File: src/design/aoc_pkg.sv
// Shared constants and types for the always-on counter pair
package aoc_pkg;

    // Counter width of both always-on counters
    localparam int unsigned COUNT_W = 32;

    // Nominal rate of the slow real-time clock, in hertz
    localparam int unsigned SLOW_CLOCK_HZ = 32768;

    // System clock rate, in hertz
    localparam int unsigned SYS_CLOCK_HZ = 100000000;

    // Values after reset
    localparam logic [COUNT_W-1:0] FREE_COUNT_RESET     = 32'h0000_0000;
    localparam logic [COUNT_W-1:0] PERIODIC_COUNT_RESET = 32'h0000_0000;
    localparam logic [COUNT_W-1:0] PERIODIC_LOAD_RESET  = 32'h0000_0000;
    localparam logic               ALARM_RESET          = 1'b0;
    localparam logic               REQUEST_RESET        = 1'b0;
    localparam logic               SLOW_LEVEL_RESET     = 1'b0;

    // Count value the periodic timer reloads instead of reaching; expiry fires one step above it
    localparam logic [COUNT_W-1:0] EXPIRY_COUNT = 32'h0000_0000;

    // Amount added or removed per slow tick
    localparam logic [COUNT_W-1:0] COUNT_STEP = 32'h0000_0001;

    // Periodic timer activity, seen in the slow domain
    typedef enum logic [1:0] {
        AOC_PT_STOPPED,
        AOC_PT_RUNNING,
        AOC_PT_RELOADING
    } aoc_pt_state_t;

endpackage

File: src/design/aoc_req_if.sv
// Request and completion signals between the counter pair and a request tracker
`timescale 1ns/1ns
`default_nettype none

interface aoc_req_if;
    logic set_req;   // Software writes one to the bit
    logic tick;      // Slow-domain edge on which the action is carried out
    logic pending;   // Bit as software reads it
    logic done;      // Action carried out on this tick

    modport owner (
        output set_req,
        output tick,
        input  pending,
        input  done
    );

    modport tracker (
        input  set_req,
        input  tick,
        output pending,
        output done
    );
endinterface

`default_nettype wire

File: src/design/aoc_top.sv
// Always-on free-running counter and periodic reloading timer
`timescale 1ns/1ns
`default_nettype none

module aoc_top
    import aoc_pkg::*;
(
    input  wire logic               i_clock,
    input  wire logic               i_sys_rst,
    input  wire logic               i_rtc_clock,
    input  wire logic               i_slow_timer_clock_enable,
    input  wire logic               i_free_counter_enable,
    input  wire logic [COUNT_W-1:0] i_periodic_load_value,
    input  wire logic               i_alarm_clear_write,
    input  wire logic               i_reload_request_write,
    output logic      [COUNT_W-1:0] o_free_count,
    output logic      [COUNT_W-1:0] o_periodic_count_value,
    output logic                    o_alarm_clear_bit,
    output logic                    o_reload_request_bit,
    output logic                    o_alarm
);

    // Slow clock edge detection
    logic rtc_level;
    logic next_rtc_level;
    logic slow_tick;

    // Free-running counter
    logic [COUNT_W-1:0] free_count;
    logic [COUNT_W-1:0] next_free_count;

    // Periodic timer state
    logic [COUNT_W-1:0] load_slow;
    logic [COUNT_W-1:0] next_load_slow;
    logic [COUNT_W-1:0] periodic_count;
    logic [COUNT_W-1:0] next_periodic_count;
    logic [COUNT_W-1:0] count_snapshot;
    logic [COUNT_W-1:0] next_count_snapshot;
    aoc_pt_state_t      pt_state;
    aoc_pt_state_t      next_pt_state;
    logic               expiry;

    // Alarm flag
    logic alarm;
    logic next_alarm;

    // Request trackers for the two self-clearing bits
    aoc_req_if clear_req ();
    aoc_req_if reload_req ();

    // Gated slow tick: a rising edge of the real-time clock while its clock is enabled
    assign slow_tick      = i_rtc_clock & ~rtc_level & i_slow_timer_clock_enable;
    assign next_rtc_level = i_rtc_clock;

    // Remember the previous real-time clock level
    always_ff @(posedge i_clock or posedge i_sys_rst) begin
        if (i_sys_rst) begin
            rtc_level <= SLOW_LEVEL_RESET;
        end else begin
            rtc_level <= next_rtc_level;
        end
    end

    // Wire up the two trackers
    assign clear_req.set_req  = i_alarm_clear_write;
    assign clear_req.tick     = slow_tick;
    assign reload_req.set_req = i_reload_request_write;
    assign reload_req.tick    = slow_tick;

    aoc_req_tracker u_clear_tracker (
        .i_clock   (i_clock),
        .i_sys_rst (i_sys_rst),
        .req       (clear_req.tracker)
    );

    aoc_req_tracker u_reload_tracker (
        .i_clock   (i_clock),
        .i_sys_rst (i_sys_rst),
        .req       (reload_req.tracker)
    );

    // Free counter: one step per slow tick while enabled, hold otherwise
    always_comb begin
        next_free_count = free_count;
        if (slow_tick && i_free_counter_enable) begin
            next_free_count = free_count + COUNT_STEP;
        end
    end

    always_ff @(posedge i_clock or posedge i_sys_rst) begin
        if (i_sys_rst) begin
            free_count <= FREE_COUNT_RESET;
        end else begin
            free_count <= next_free_count;
        end
    end

    // Load value is taken into the slow domain only on a slow tick
    always_comb begin
        next_load_slow = load_slow;
        if (slow_tick) begin
            next_load_slow = i_periodic_load_value;
        end
    end

    // Expiry: count is at one on a tick while running, and reloads instead of stepping to zero
    assign expiry = slow_tick && (pt_state == AOC_PT_RUNNING) && !reload_req.done
                    && (periodic_count == (EXPIRY_COUNT + COUNT_STEP));

    // Periodic timer: reload on request, decrement while enabled, reload at expiry
    always_comb begin
        next_periodic_count = periodic_count;
        next_pt_state       = pt_state;
        if (slow_tick) begin
            if (reload_req.done) begin
                next_periodic_count = i_periodic_load_value;
                next_pt_state       = (i_periodic_load_value == EXPIRY_COUNT) ?
                                      AOC_PT_STOPPED : AOC_PT_RUNNING;
            end else begin
                case (pt_state)
                    AOC_PT_STOPPED: begin
                        if (load_slow != EXPIRY_COUNT) begin
                            next_pt_state = AOC_PT_RELOADING;
                        end
                    end
                    AOC_PT_RELOADING: begin
                        if (load_slow == EXPIRY_COUNT) begin
                            next_pt_state = AOC_PT_STOPPED;
                        end else begin
                            next_periodic_count = load_slow;
                            next_pt_state       = AOC_PT_RUNNING;
                        end
                    end
                    AOC_PT_RUNNING: begin
                        if (load_slow == EXPIRY_COUNT) begin
                            next_pt_state = AOC_PT_STOPPED;
                        end else if (expiry || periodic_count == EXPIRY_COUNT) begin
                            next_periodic_count = load_slow;
                        end else begin
                            next_periodic_count = periodic_count - COUNT_STEP;
                        end
                    end
                    default: begin
                        next_pt_state = AOC_PT_STOPPED;
                    end
                endcase
            end
        end
    end

    // Read copy lags the live count by one slow tick
    always_comb begin
        next_count_snapshot = count_snapshot;
        if (slow_tick) begin
            next_count_snapshot = periodic_count;
        end
    end

    always_ff @(posedge i_clock or posedge i_sys_rst) begin
        if (i_sys_rst) begin
            load_slow      <= PERIODIC_LOAD_RESET;
            periodic_count <= PERIODIC_COUNT_RESET;
            count_snapshot <= PERIODIC_COUNT_RESET;
            pt_state       <= AOC_PT_STOPPED;
        end else begin
            load_slow      <= next_load_slow;
            periodic_count <= next_periodic_count;
            count_snapshot <= next_count_snapshot;
            pt_state       <= next_pt_state;
        end
    end

    // Alarm: set on expiry, cleared when a clear request completes; set wins
    always_comb begin
        next_alarm = alarm;
        if (clear_req.done) begin
            next_alarm = 1'b0;
        end
        if (expiry) begin
            next_alarm = 1'b1;
        end
    end

    always_ff @(posedge i_clock or posedge i_sys_rst) begin
        if (i_sys_rst) begin
            alarm <= ALARM_RESET;
        end else begin
            alarm <= next_alarm;
        end
    end

    // Outputs
    assign o_free_count           = free_count;
    assign o_periodic_count_value = count_snapshot;
    assign o_alarm_clear_bit      = clear_req.pending;
    assign o_reload_request_bit   = reload_req.pending;
    assign o_alarm                = alarm;

endmodule

`default_nettype wire

File: src/design/aoc_req_tracker.sv
// Self-clearing control bit that waits for one slow-domain tick
`timescale 1ns/1ns
`default_nettype none

module aoc_req_tracker
    import aoc_pkg::*;
(
    input  wire logic   i_clock,
    input  wire logic   i_sys_rst,
    aoc_req_if.tracker  req
);

    logic pending;
    logic next_pending;

    // Action completes on the first slow tick seen while the bit is set
    assign req.done    = pending & req.tick;
    assign req.pending = pending;

    // A new write wins over completion in the same cycle
    always_comb begin
        next_pending = pending;
        if (req.done) begin
            next_pending = 1'b0;
        end
        if (req.set_req) begin
            next_pending = 1'b1;
        end
    end

    // Register the bit
    always_ff @(posedge i_clock or posedge i_sys_rst) begin
        if (i_sys_rst) begin
            pending <= REQUEST_RESET;
        end else begin
            pending <= next_pending;
        end
    end

endmodule

`default_nettype wire

File: config.mk
export PLATFORM = sky130hd
export DESIGN_NAME = aoc_top
export DESIGN_NICKNAME = d
export VERILOG_FILES = /design/src/design/aoc_pkg.sv /design/src/design/aoc_req_if.sv /design/src/design/aoc_top.sv /design/src/design/aoc_req_tracker.sv
export SDC_FILE = /design/constraint.sdc
export NUM_CORES = 1
export LEC_CHECK = 0
export BUFFER_PORTS_ARGS = -buffer_cell sky130_fd_sc_hd__buf_4
export CELL_PAD_IN_SITES_DETAIL_PLACEMENT = 1
export CELL_PAD_IN_SITES_GLOBAL_PLACEMENT = 2
export CORE_MARGIN = 2
export CORE_UTILIZATION = 37
export CTS_CLUSTER_SIZE = 10
export DETAILED_ROUTE_END_ITERATION = 12
export GPL_TIMING_DRIVEN = 0
export HOLD_SLACK_MARGIN = 0.02
export PLACE_DENSITY_LB_ADDON = 0.08
export SYNTH_ARGS = -nofsm -noshare
export SYNTH_HDL_FRONTEND = slang
export SYNTH_SLANG_ARGS = --single-unit
File: constraint.sdc
create_clock -name i_clock -period 7.1 [get_ports i_clock]
set_input_delay 0.71 -clock i_clock [delete_from_list [all_inputs] [get_ports i_clock]]
set_output_delay 0.71 -clock i_clock [all_outputs]
set_load 0.01 [all_outputs]
Yosys cells after proc, flatten, opt, wreduce, memory -nomap -nowiden
Cells that the tools add are included.
{"block": "word_totals", "ff_bits": 134, "output_inout_bits": 67, "word_cells": 56, "in_bits": 39}
{"block": "classes", "addsub": 2, "bitwise_logic": 5, "n_reduce_logical": 17, "n_mux": 16, "eq_ne": 7}
{"op": "$mux 32", "n": 4}
{"op": "$logic_not 32->1", "n": 3}
{"op": "$pmux 32 s2", "n": 1}
{"op": "$add 32x1->32 const B", "n": 1}
{"op": "$eq 32x1->1 const B", "n": 1}
{"op": "$reduce_bool 32->1", "n": 1}
{"op": "$sub 32x1->32 const B", "n": 1}
{"op": "$ne 3x3->1 const B", "n": 3}
{"op": "$mux 1", "n": 7}
{"op": "$mux 2", "n": 3}
{"op": "$pmux 2 s3", "n": 1}
{"op": "$reduce_bool 2->1", "n": 3}
{"op": "$and 1x1->1", "n": 4}
{"op": "$logic_and 1x1->1", "n": 4}
{"op": "$reduce_and 4->1", "n": 1}
{"op": "$ne 3x2->1 const B", "n": 1}
{"op": "$reduce_and 3->1", "n": 1}
{"op": "$reduce_bool 3->1", "n": 1}
{"op": "$eq 2x1->1 const B", "n": 1}
{"op": "$eq 2x2->1 const B", "n": 1}
{"op": "$logic_not 2->1", "n": 1}
{"op": "$logic_not 1->1", "n": 1}
{"op": "$logic_or 1x1->1", "n": 1}
{"op": "$not 1->1", "n": 1}

Depth between registers and ports, before layout
Gate-level depths: netlist (run 1).
{"block": "depth", "word_depth": 12, "ltp_mapped": 9, "depth_no_buf": 8}

By module
From an unflattened synthesis (run 1), not the netlist that was laid out.
{"block": "unflattened", "hier_cells": 763, "area_unflattened_um2": 6673.9}
{"mod": "aoc_top", "n_inst": 1, "seq_area_each_um2": 3303.2, "area_each_um2": 6578.8, "cells_each": 753}
{"mod": "aoc_req_tracker", "n_inst": 2, "seq_area_each_um2": 25.0, "area_each_um2": 47.5, "cells_each": 5}

Least setup slack after synthesis (run 1)
Ideal clock, no wire load.
{"block": "synth_path", "path_kind": "flip-flop to flip-flop", "from": "register periodic_count[0]", "to": "register periodic_count[28]", "setup_time_ns": 0.131, "t_required_ns": 6.969, "synth_period_minus_slack_ns": 2.341, "n_path_buf": 0, "arrival_ns": 2.210, "stages_incl_launch_ff": 9, "setup_slack_ns": 4.759, "cell_sequence": "dfrtp_1 inv_1 ha_1 nor4b_2 nand3_1 nor4_1 mux2_1 a221oi_1 nor3_1"}
{"block": "synth_between", "elab_chain_cells": 7, "word_cells_on_any_way": 9, "cone_classes": "1 x add/sub; 1 x eq/ne; 4 x mux; 3 x reduce/logical"}
{"item": "start: declaration", "line_no": "aoc_top.sv:35", "rtl": "logic [COUNT_W-1:0] periodic_count;"}
{"item": "start signal: assignment", "line_no": "aoc_top.sv:167", "rtl": "periodic_count <= next_periodic_count;"}
{"item": "parallel branches: the longest is 3 deep, another holds $sub 32x1->32"}
{"item": "$mux 32 (*)", "line_no": "aoc_top.sv:137", "rtl": "end else if (expiry || periodic_count == EXPIRY_COUNT) begin"}
{"item": "$mux 32 (*)", "line_no": "aoc_top.sv:135", "rtl": "if (load_slow == EXPIRY_COUNT) begin"}
{"item": "$pmux 32 s2 (*)", "line_no": "aoc_top.sv:120", "rtl": "case (pt_state)"}
{"item": "$mux 32 (*)", "line_no": "aoc_top.sv:115", "rtl": "if (reload_req.done) begin"}
Every way passes the cells marked *. The select of a mux whose other input is x is not followed.
A chain may end at the register's enable or synchronous reset.

Worst setup path after layout (run 1)
{"block": "layout_path", "from": "register load_slow[12]", "to": "register periodic_count[31]"}
{"block": "layout_between", "elab_chain_cells": 3, "word_cells_on_any_way": 4, "cone_classes": "2 x eq/ne; 2 x reduce/logical"}
{"item": "start: declaration", "line_no": "aoc_top.sv:33", "rtl": "logic [COUNT_W-1:0] load_slow;"}
{"item": "start signal: assignment", "line_no": "aoc_top.sv:166", "rtl": "load_slow <= next_load_slow;"}
{"item": "$logic_not 32->1 (*)", "line_no": "aoc_top.sv:127, aoc_top.sv:135"}
{"item": "$ne 3x3->1 (no line)"}
{"item": "$reduce_and 4->1 (no line) (*)"}
Mark *: on every way between the ends. The rest lies on a longest branch, timed or not.

==> qor.yml, run 1 <==
gp_routability_congestion: 0.8373
grt_first_pass_wirelength_um: 34460
routed-via-count: 5963
area_share_of_the_largest_cell_type_after_synthesis_pct: 50.67
cp.arrival_ps: 3430
cpMaxStageDelayCell: "o21ai_1"
post-route-util_pct: 48.07
avgSynthCellArea_um2: 9.065
die-width_um: 137.7
top_level_ports: 106
power_per_cell_area_nw_per_um2: 322.1
max_cap_viol_count: 0
first_iter_violations: 319
ys_seq_elements: 134
grt_max_degree: 95
cts_buffer_depth: 2
power.total_w: 0.002697
max_freq_mhz: 319.8
core_area_um2: 17420
die_y_um: 137.7
rsz0062_at_grt: "false"
timing.clock.skew_ps: 7.724
sequential_cell_area_um2: 3353
nFillCells: 2038
final.hold.worst_slack_ps: 282.4
seq_area_frac_synth_pct: 50.67
clock-sinks: 134
yosys.area.top_type: "dfrtp_1"
drt-vias-per-instance: 5.456
antenna_found_initial: 0
post_cts_hold_buffer_count: 0
timing.rr.start: "load_slow[12]"
synth_enable_flop_cells: 0
critPathLaunchType: "flip-flop"
antenna_cells_inserted: 0
worst_r2r_path_depth: 7
grt-ovfl-total: 0
crit_chain: "nor4_1 > nand4_1 > o21ai_1 > clkbuf_1 > nor2_1 > a21oi_1 > o22ai_1"
first_pass_iters: 4
fin_crit_ps: 3127
peakVddDrop_mv: 0.2003
fin_cells: 1093
clk_pin_slew_ps: 60
post-route-period-util_pct: 44.04
drt_drc_violations_left: 0
syn2layout_area_growth_pct: 26.51
std_cell_rows: 48
clk-insertion-delay-late_ps: 430
ys_async_sr_fraction_pct: 100.0
hold_viol_final: 0
hpwl_detailed_um: 15850
setup_violations: 0
post_cts.repair.setup_buffers: 0
largest_stage_delay_on_the_critical_path_ps: 680
drt-total-wl_um: 22140
synth-warning-count: 0
dpl.cell_count: 1061
post_cts_resized: 0
slew-limit-headroom_pct: 50.14
synthesis.area_um2: 6618
path_class: "reg2reg"
totalNegativeSetupSlack_ps: 0
timing.critical_path.fanout_max: 10
worst-endpoint-required_ps: 7400
die_area_um2: 18970
clock-root-buffer: "clkbuf_16"
clock_tree.htree_level_count: 4
synth_top_cells_by_count: "212 x nand2_1, 134 x dfrtp_1, 38 x xnor2_1, 32 x nand3_1, 31 x o21ai_0"
endpoint_type_of_the_worst_setup_path: "flip-flop"
hold_path.class: "in2async"
syn-num-nets: 772
design.final.nets: 897
result_of_the_run: "finished clean"
cells_after_synthesis: 730
synthMostInstantiatedCell: "nand2_1"
end_of_the_worst_register_to_register_path: "periodic_count[31]"
number_of_global_route_vias_before_repair: 6184
area_of_the_multi_input_gates_um2: 3083
initial_core_util_pct: 38.00
final_layout_size_suffix_gt1_share_pct: 17.97
track_usage_pct: 24.25
tightestPinTransition_ps: 743.0
postRouteAntennaNets: 0
ff2ff_setup_slack_ps: 3970
netlist-cell-type-count: 56
wire_per_inst_um: 20.26
port_buffers: 105
yosys-top-cells-area: "dfrtp_1 51%, nand2_1 12%, xnor2_1 5.0%, mux2i_1 2.7%, and3_1 2.6%"
synth_top_flop_cell: "dfrtp_1"
timing_max_transition_violations_final: 0
leakage_nw: 4.024
cts_tree: "built"
tritoncts.num_buffers: 17
## cell type report
cell class                 instances  share of cell area [%]
buffer                            37                   1.898
clock buffer                      21                   5.739
clock inverter                    11                   2.048
inverter                           6                  0.3288
multi-input combinational        553                   36.83
sequential                       134                   40.05
tap                              225                   3.363
timing repair buffer             106                   9.744
## through the flow
step	setup WS, ps	instance area (um2)
2_1_floorplan	2807	6618
3_3_place_gp	1048	7687
3_5_place_dp	4051	7720
4_1_cts	4040	8372
5_1_grt	3813	8372
6_report	3973	8372
## worst max-delay path: cells and delay by family, from the launching register on
family                 cells  cell delay (ps)
and+or+nand+nor            3             1120
AOI/OAI and AO/OA          3             1010
buffers and inverters      1              470
DFF                        1              410
## logic make-up after synthesis
family / after synthesis / share of synthesized area (%)
XOR/XNOR: 55 / 7.279
flip-flops: 134 / 50.67
AND/OR/NAND/NOR: 383 / 27.66
buffers and inverters: 43 / 2.741
adder cells (fa/ha/maj): 3 / 0.5673
multiplexers: 20 / 3.063
AO/OA/AOI/OAI: 92 / 8.017
## registers in the layout, summed over array words and instances (netlist names)
| register | count |
|---|---|
| u_clear_tracker.req.pending | 1 |
| periodic_count | 32 |
| o_free_count | 32 |
| o_periodic_count_value | 32 |
| load_slow | 32 |
| pt_state | 2 |
| rtc_level | 1 |
| u_reload_tracker.req.pending | 1 |
| o_alarm | 1 |
## metal layers
layer / global-route usage [%] / up-vias / wire length (um)
met4: 7.086 / 0 / 366
met5: 0 / - / 0
li1: - / 2749 / -
met2: 40.24 / 147 / 10720
met1: 31.99 / 3045 / 9980
met3: 5.151 / 22 / 1072
## cell usage in the layout (no fill, tap or decap), types with 24 or more instances in the layout
cell type,synthesis,routed
nand2_1,212,212
nor2_1,24,24
buf_4,0,105
dfrtp_1,134,134
xnor2_1,38,38
clkbuf_1,30,30
a21oi_1,28,28
and3_1,27,27
o21ai_0,31,31
nand3_1,32,32
## report_power, final
group,leakage (nW),total (W),internal (W),switching (W)
logic,2.01,0.000619,0.000285,0.000335
clock network,0.315,0.000982,0.000626,0.000356
registers,1.70,0.00110,0.000911,0.000184
total,4.02,0.00270,0.00182,0.000875
## worst max path at each step
stage	from	end
2_1_floorplan	i_sys_rst	load_slow[0]
4_1_cts	periodic_count[0]	periodic_count[28]
6_report	load_slow[12]	periodic_count[31]
3_5_place_dp	i_rtc_clock	periodic_count[14]
5_1_grt	periodic_count[0]	periodic_count[28]
3_3_place_gp	i_sys_rst	o_free_count[17]
Note: power is estimated with default switching activity, not from simulation.
==> run 2, diff against run 1 <==
- CORE_UTILIZATION: 37 -> 31
- clock period: 7.1 -> 2.6 ns (I/O delays scaled with it)
==> run 2 against run 1 <==
Clock skew increased by 2.6 ps. Combinational power rose to 2.9 times the previous value. Cell area increased by 3.2%. Wire length grew 3.2%. Total power rose to 2.6 times the previous value. Largest cell class unchanged. Highest routed layer unchanged.
==> qor.yml, run 2 (synthesis gave the netlist of run 1 again) <==
antenna_cells_inserted: 0  # unchanged
std_cell_rows: 53  # +10%
post-route-period-util_pct: 95.99  # +52 points
leakage_nw: 4.109  # +2.1%
wire_per_inst_um: 19.67  # -2.9%
wirelength_met1_um: 10630  # +6.5%
cpMaxStageDelayCell: "nor4_1"
slew-limit-headroom_pct: 48.64  # -1.5 points
timing.critical_path.fanout_max: 10  # unchanged
cts_tree: "built"
final_layout_size_suffix_gt1_share_pct: 21.56  # +3.6 points
switching_power_w: 0.002481  # +180%
syn2layout_area_growth_pct: 30.50
first_pass_iters: 5  # +1
largest_stage_delay_on_the_critical_path_ps: 470  # -210 ps
mostFrequentLayoutCells: "212 x nand2_1, 134 x dfrtp_1, 118 x buf_4, 38 x xnor2_1"
ff2ff_setup_slack_ps: 100  # -3870 ps
cts_buffer_depth: 2  # unchanged
hold_path.class: "in2reg"
postLayoutCellArea_um2: 8636  # +3.2%
cell_internal_pwr_w: 0.004606  # +150%
grt_first_pass_wirelength_um: 36100  # +4.8%
antenna_found_initial: 0  # unchanged
path_class: "reg2reg"
initial_core_util_pct: 31.58  # -6.4 points
clk-insertion-delay-late_ps: 430  # about the same
number_of_global_route_vias_before_repair: 6330  # +2.4%
grt_max_degree: 40  # -58%
postRouteAntennaNets: 0  # unchanged
end_of_the_worst_register_to_register_path: "periodic_count[31]"
routed-via-count: 5969  # +0.10%
power.share.combinational_pct: 25.1  # +2.1 points
tritoncts.num_buffers: 17  # unchanged
setup_violations: 0  # unchanged
worst-endpoint-required_ps: 2910  # -4490 ps
drt-vias-per-instance: 5.141  # -5.8%
met3_wirelength_um: 1103  # +2.9%
cp.arrival_ps: 2800  # -630 ps
area_of_placed_instances_um2: 7814  # +1.2%
fin_crit_ps: 2496  # -631.1 ps
timing.clock.skew_ps: 10.36  # +2.637 ps
endpoint_type_of_the_worst_setup_path: "flip-flop"
peakVddDrop_mv: 0.4243  # +110%
design.final.nets: 915  # +2.0%
hpwl_detailed_um: 16480  # +4.0%
top_level_ports: 106  # unchanged
timing_max_transition_violations_final: 0  # unchanged
clock-sinks: 134  # unchanged
clock-root-buffer: "clkbuf_16"
result_of_the_run: "finished clean"
nFillCells: 2486  # +22%
port_buffers: 105  # unchanged
rsz0062_at_grt: "true"
first_iter_violations: 300  # -6.0%
clock_tree.htree_level_count: 4  # unchanged
power.sequential.fraction_pct: 42.5  # +1.9 points
route.met2.wl_um: 10820  # +0.97%
clockPowerShare_pct: 32.4  # -4.0 points
hp-start: "i_periodic_load_value[4]"
drt_drc_violations_left: 0  # unchanged
tightestPinTransition_ps: 770.4  # +27.45 ps
post_layout_worst_setup_margin_ps: 104.2  # -3869 ps
core_area_um2: 20960  # +20%
drt-total-wl_um: 22840  # +3.2%
hold_viol_final: 0  # unchanged
worst_r2r_path_depth: 7  # unchanged
die_area_um2: 22530  # +19%
hold_end: "load_slow[4]"
die-width_um: 150.1  # +9.0%
grt-ovfl-total: 0  # unchanged
mostFrequentLayoutCell: "nand2_1"
track_usage_pct: 21.09  # -3.2 points
power_per_cell_area_nw_per_um2: 820.7  # +150%
netSwitchingFraction_pct: 35.01  # +2.6 points
worst_hold_path_cell_count: 3
clk_pin_slew_ps: 60  # about the same
crit_chain: "nor4_1 > nand4_1 > o21ai_4 > clkbuf_2 > nor2_1 > a21oi_1 > o22ai_1"
die_y_um: 150.1  # +9.0%
placement.setup.worst_slack_ps: -547.1  # -4598 ps
timing.rr.start: "load_slow[5]"
critPathLaunchType: "flip-flop"
top_layer_used: "met4"
gp_routability_congestion: 0.8639  # +3.2%
max_cap_viol_count: 0  # unchanged
max_freq_mhz: 400.7  # +25%
-- run 2: changes by cell type in the layout (fill, tap and decap cells not counted), moves of 4 or more --
cell,change
nor4_1,-4
bufinv_16,-4
clkbuf_2,+6
clkbuf_1,-7
buf_4,+13
dlygate4sd3_1,+4
-- run 2: power groups by stage --
stage,clock network [W],logic [W],registers [W]
5_1_grt,0.00245,0.00199,0.00308
4_1_cts,0.00235,0.00176,0.00299
3_3_place_gp,0,0.00164,0.00299
3_5_place_dp,0,0.00170,0.00301
6_report,0.00230,0.00178,0.00301
2_1_floorplan,0,0.000970,0.00295
-- run 2: final cells by class --
type                            instances  area (um2)  area share (%)
Inverter                                6       26.28          0.3043
Clock buffer                           19       452.9           5.245
Sequential cell                       134        3353           38.83
Clock inverter                         13       100.1           1.159
Buffer                                 37       177.7           2.057
Tap cell                              275       344.1           3.984
Multi-Input combinational cell        553        3203           37.09
Timing Repair Buffer                  124       978.4           11.33
-- run 2: per-stage QoR --
stage	cells	total power, W	TNS (ps)	utilization [%]	hold slack [ps]
3_3_place_gp	1110	0.004636	-54630	37.00	389.9
4_1_cts	1151	0.007096	0	40.45	40.69
6_report	1161	0.007087	0	41.21	46.57
3_5_place_dp	1113	0.004715	-10120	37.29	378.9
2_1_floorplan	730	0.003919	0	-	291.4
5_1_grt	1161	0.007515	-38.08	41.21	50.02
-- run 2: worst max path at each step --
stage / from / to / slack, ps / cells past startpoint
6_report: load_slow[5] / periodic_count[31] / 100 / 7
5_1_grt: periodic_count[0] / periodic_count[0] / -30 / 9
4_1_cts: rtc_level / periodic_count[29] / 10 / 7
3_5_place_dp: load_slow[13] / periodic_count[31] / -550 / 7
3_3_place_gp: load_slow[12] / periodic_count[31] / -530 / 7
2_1_floorplan: periodic_count[0] / periodic_count[28] / 260 / 8
-- run 2: worst max-delay path, delay by kind of cell, from the launching register on --
| kind | cells | cell delay (ps) |
|---|---|---|
| AOI/OAI and AO/OA | 3 | 650 |
| buffers and inverters | 1 | 320 |
| DFF | 1 | 410 |
| and+or+nand+nor | 3 | 990 |
-- run 2: timing repair --
| action | in CTS | in global routing |
|---|---|---|
| setup endpoints to repair | 32 | 37 |
| setup buffers | 2 | 10 |
| resized for setup | 15 | 20 |
| gates cloned | 0 | 0 |
| pin swaps | 0 | 3 |
| hold buffers | 4 | 0 |
| hold endpoints to repair | 26 | 0 |
-- run 2: layer usage --
metal / track usage [%] / vias up
li1: - / 2801
met1: 29.33 / 2997
met2: 33.93 / 151
met3: 4.273 / 20
met4: 4.953 / 0
met5: 0 / -
==> run 3, diff against run 2 <==
- CORE_UTILIZATION: 31 -> 35
- clock period: 2.6 -> 2.5 ns (I/O delays scaled with it)
==> run 3 against run 2 <==
The flow now finishes with violations (hold timing). Core utilization up 5.1 points. Sequential share of layout area is essentially flat. Via count down 1.4%. Cell area about the same. Non-clock buffer count down 6. Count of clock-buffer cells in the layout grew 1. Global-route usage is 2.2 points higher. Die area fell by 11%. Largest power group unchanged. Fmax increased by 3.8%. Clock skew decreased by 4.2 ps. Sequential power grew 4%.
==> qor.yml, run 3 (synthesis gave the netlist of run 1 again) <==
result_of_the_run: "complete, but fails checks"
failed_checks: "hold timing"
clk_pin_slew_ps: 60  # about the same
netSwitchingFraction_pct: 33.16  # -1.9 points
cp.arrival_ps: 2690  # -110 ps
rsz0062_at_grt: "false"
worstPathBufferInverterCount: 1  # unchanged
peakVddDrop_mv: 0.4493  # +5.9%
cts_buffer_depth: 2  # unchanged
worst-endpoint-required_ps: 2780  # -130 ps
drt-total-wl_um: 22360  # -2.1%
grt_max_degree: 42  # +5.0%
mostFrequentLayoutCells: "212 x nand2_1, 133 x dfrtp_1, 112 x buf_4, 38 x xnor2_1"
cp_top_family: "simple AND/OR/NAND/NOR gates"
design.final.nets: 909  # -0.66%
power.sequential.fraction_pct: 41.0  # -1.5 points
tightestPinTransition_ps: 865.8  # +95.33 ps
grt-ovfl-total: 0  # unchanged
post-route-util_pct: 46.32  # +5.1 points
grt_first_pass_wirelength_um: 35940  # -0.46%
leakage_nw: 4.116  # +0.18%
core_area_um2: 18640  # -11%
postLayoutCellArea_um2: 8635  # about the same
clockPowerShare_pct: 34.8  # +2.4 points
power.share.combinational_pct: 24.2  # -0.9 points
clock-sinks: 134  # unchanged
slew-limit-headroom_pct: 42.16  # -6.5 points
antenna_found_initial: 0  # unchanged
port_buffers: 105  # unchanged
route.met2.wl_um: 10810  # -0.12%
track_usage_pct: 23.34  # +2.2 points
postRouteAntennaNets: 0  # unchanged
die_area_um2: 20020  # -11%
area_of_placed_instances_um2: 7762  # -0.66%
final_layout_size_suffix_gt1_share_pct: 21.82  # +0.26 points
ff2ff_setup_slack_ps: 90  # about the same
timing_max_transition_violations_final: 0  # unchanged
max_cap_viol_count: 0  # unchanged
sequential_cell_area_um2: 3354  # about the same
met3_wirelength_um: 917  # -17%
wirelength_met1_um: 10410  # -2.0%
max_freq_mhz: 415.8  # +3.8%
drt_drc_violations_left: 0  # unchanged
endpoint_type_of_the_worst_setup_path: "flip-flop"
timing.clock.skew_ps: 6.166  # -4.195 ps
dpl.cell_count: 1072  # -3.7%
top_layer_used: "met4"
power_per_cell_area_nw_per_um2: 885.8  # +7.9%
end_of_the_worst_register_to_register_path: "periodic_count[0]"
first_pass_iters: 4  # -1
timing.rr.start: "periodic_count[24]"
hold_viol_final: 4  # +4
gp_routability_congestion: 0.8484  # -1.8%
cts_tree: "built"
post-route-period-util_pct: 96.20  # +0.21 points
switching_power_w: 0.002536  # +2.2%
worst_r2r_path_depth: 7  # unchanged
drt-vias-per-instance: 5.281  # +2.7%
largest_stage_delay_on_the_critical_path_ps: 600  # +130 ps
die_y_um: 141.5  # -5.7%
clk-insertion-delay-late_ps: 420  # about the same
clock-root-buffer: "clkbuf_16"
antenna_cells_inserted: 0  # unchanged
cell_internal_pwr_w: 0.005112  # +11%
critPathLaunchType: "flip-flop"
hold_path.class: "in2async"
setup_violations: 0  # unchanged
nFillCells: 2158  # -13%
number_of_global_route_vias_before_repair: 6414  # +1.3%
power.total_w: 0.007648  # +7.9%
die-width_um: 141.5  # -5.7%
path_class: "reg2reg"
fin_cells: 1114  # -4.0%
clock_tree.htree_level_count: 4  # unchanged
hpwl_detailed_um: 16180  # -1.8%
routed-via-count: 5883  # -1.4%
initial_core_util_pct: 35.50  # +3.9 points
wire_per_inst_um: 20.07  # +2.0%
syn2layout_area_growth_pct: 30.48  # about the same
tritoncts.num_buffers: 17  # unchanged
std_cell_rows: 50  # -5.7%
first_iter_violations: 350  # +17%
top_level_ports: 106  # unchanged
timing.critical_path.fanout_max: 10  # unchanged
fin_crit_ps: 2405  # -90.74 ps
crit_chain: "or4_4 > nor3_4 > a31oi_4 > a21o_1 > buf_6 > a311oi_2 > o21ai_1"
mostFrequentLayoutCell: "nand2_1"
final.hold.worst_slack_ps: -4.841  # -51.41 ps
cpMaxStageDelayCell: "or4_4"
area_of_the_multi_input_gates_um2: 3229  # +0.82%
==> run 3: what timing repair did <==
item / 4_1_cts / 5_1_grt
hold buffers: 3 / 0
gates cloned: 0 / 0
buffers inserted: 2 / 5
resized for setup: 20 / 25
pin swaps: 0 / 7
endpoints found under the setup margin: 32 / 39
hold endpoints to repair: 3 / 0
==> run 3: how the worst max path moves through the flow <==
stage	startpoint	to	slack [ps]	cells after the start
after floorplan	periodic_count[0]	periodic_count[28]	160	8
final	periodic_count[24]	periodic_count[0]	90	7
after global placement	periodic_count[0]	periodic_count[28]	-540	8
after global routing	periodic_count[0]	periodic_count[28]	5	9
after CTS	load_slow[12]	periodic_count[24]	-40	7
after detailed placement	load_slow[12]	periodic_count[31]	-580	7
==> run 3: layout make-up <==
| class | count | area share [%] |
|---|---|---|
| flip-flops and latches | 134 | 38.85 |
| multi-input cells | 553 | 37.40 |
| repair buffers | 118 | 10.82 |
| clock buffers | 20 | 5.405 |
| well taps | 234 | 3.391 |
| plain buffers | 37 | 2.087 |
| clock inverters | 12 | 1.739 |
| inverters | 6 | 0.3043 |
==> run 3: metrics by stage <==
step	setup WS, ps	TNS (ps)	hold WS [ps]
global placement	-538.4	-62080	380.0
detailed placement	-576.6	-11560	387.6
CTS	-36.27	-36.27	21.16
finish	94.89	0	-4.841
floorplan	159.3	0	281.4
global route	5.147	0	42.90
==> run 3: power by group through the flow <==
| stage | clock, W | sequential [W] | combinational, W |
|---|---|---|---|
| finish | 0.00266 | 0.00314 | 0.00185 |
| global route | 0.00281 | 0.00321 | 0.00206 |
| CTS | 0.00270 | 0.00313 | 0.00182 |
| detailed placement | 0 | 0.00314 | 0.00175 |
| global placement | 0 | 0.00311 | 0.00169 |
| floorplan | 0 | 0.00307 | 0.00101 |
==> run 3: per-layer routing <==
metal,up-vias,track usage [%]
met5,-,0
met4,0,4.947
met3,18,4.522
met2,121,38.63
met1,2962,32.04
li1,2782,-
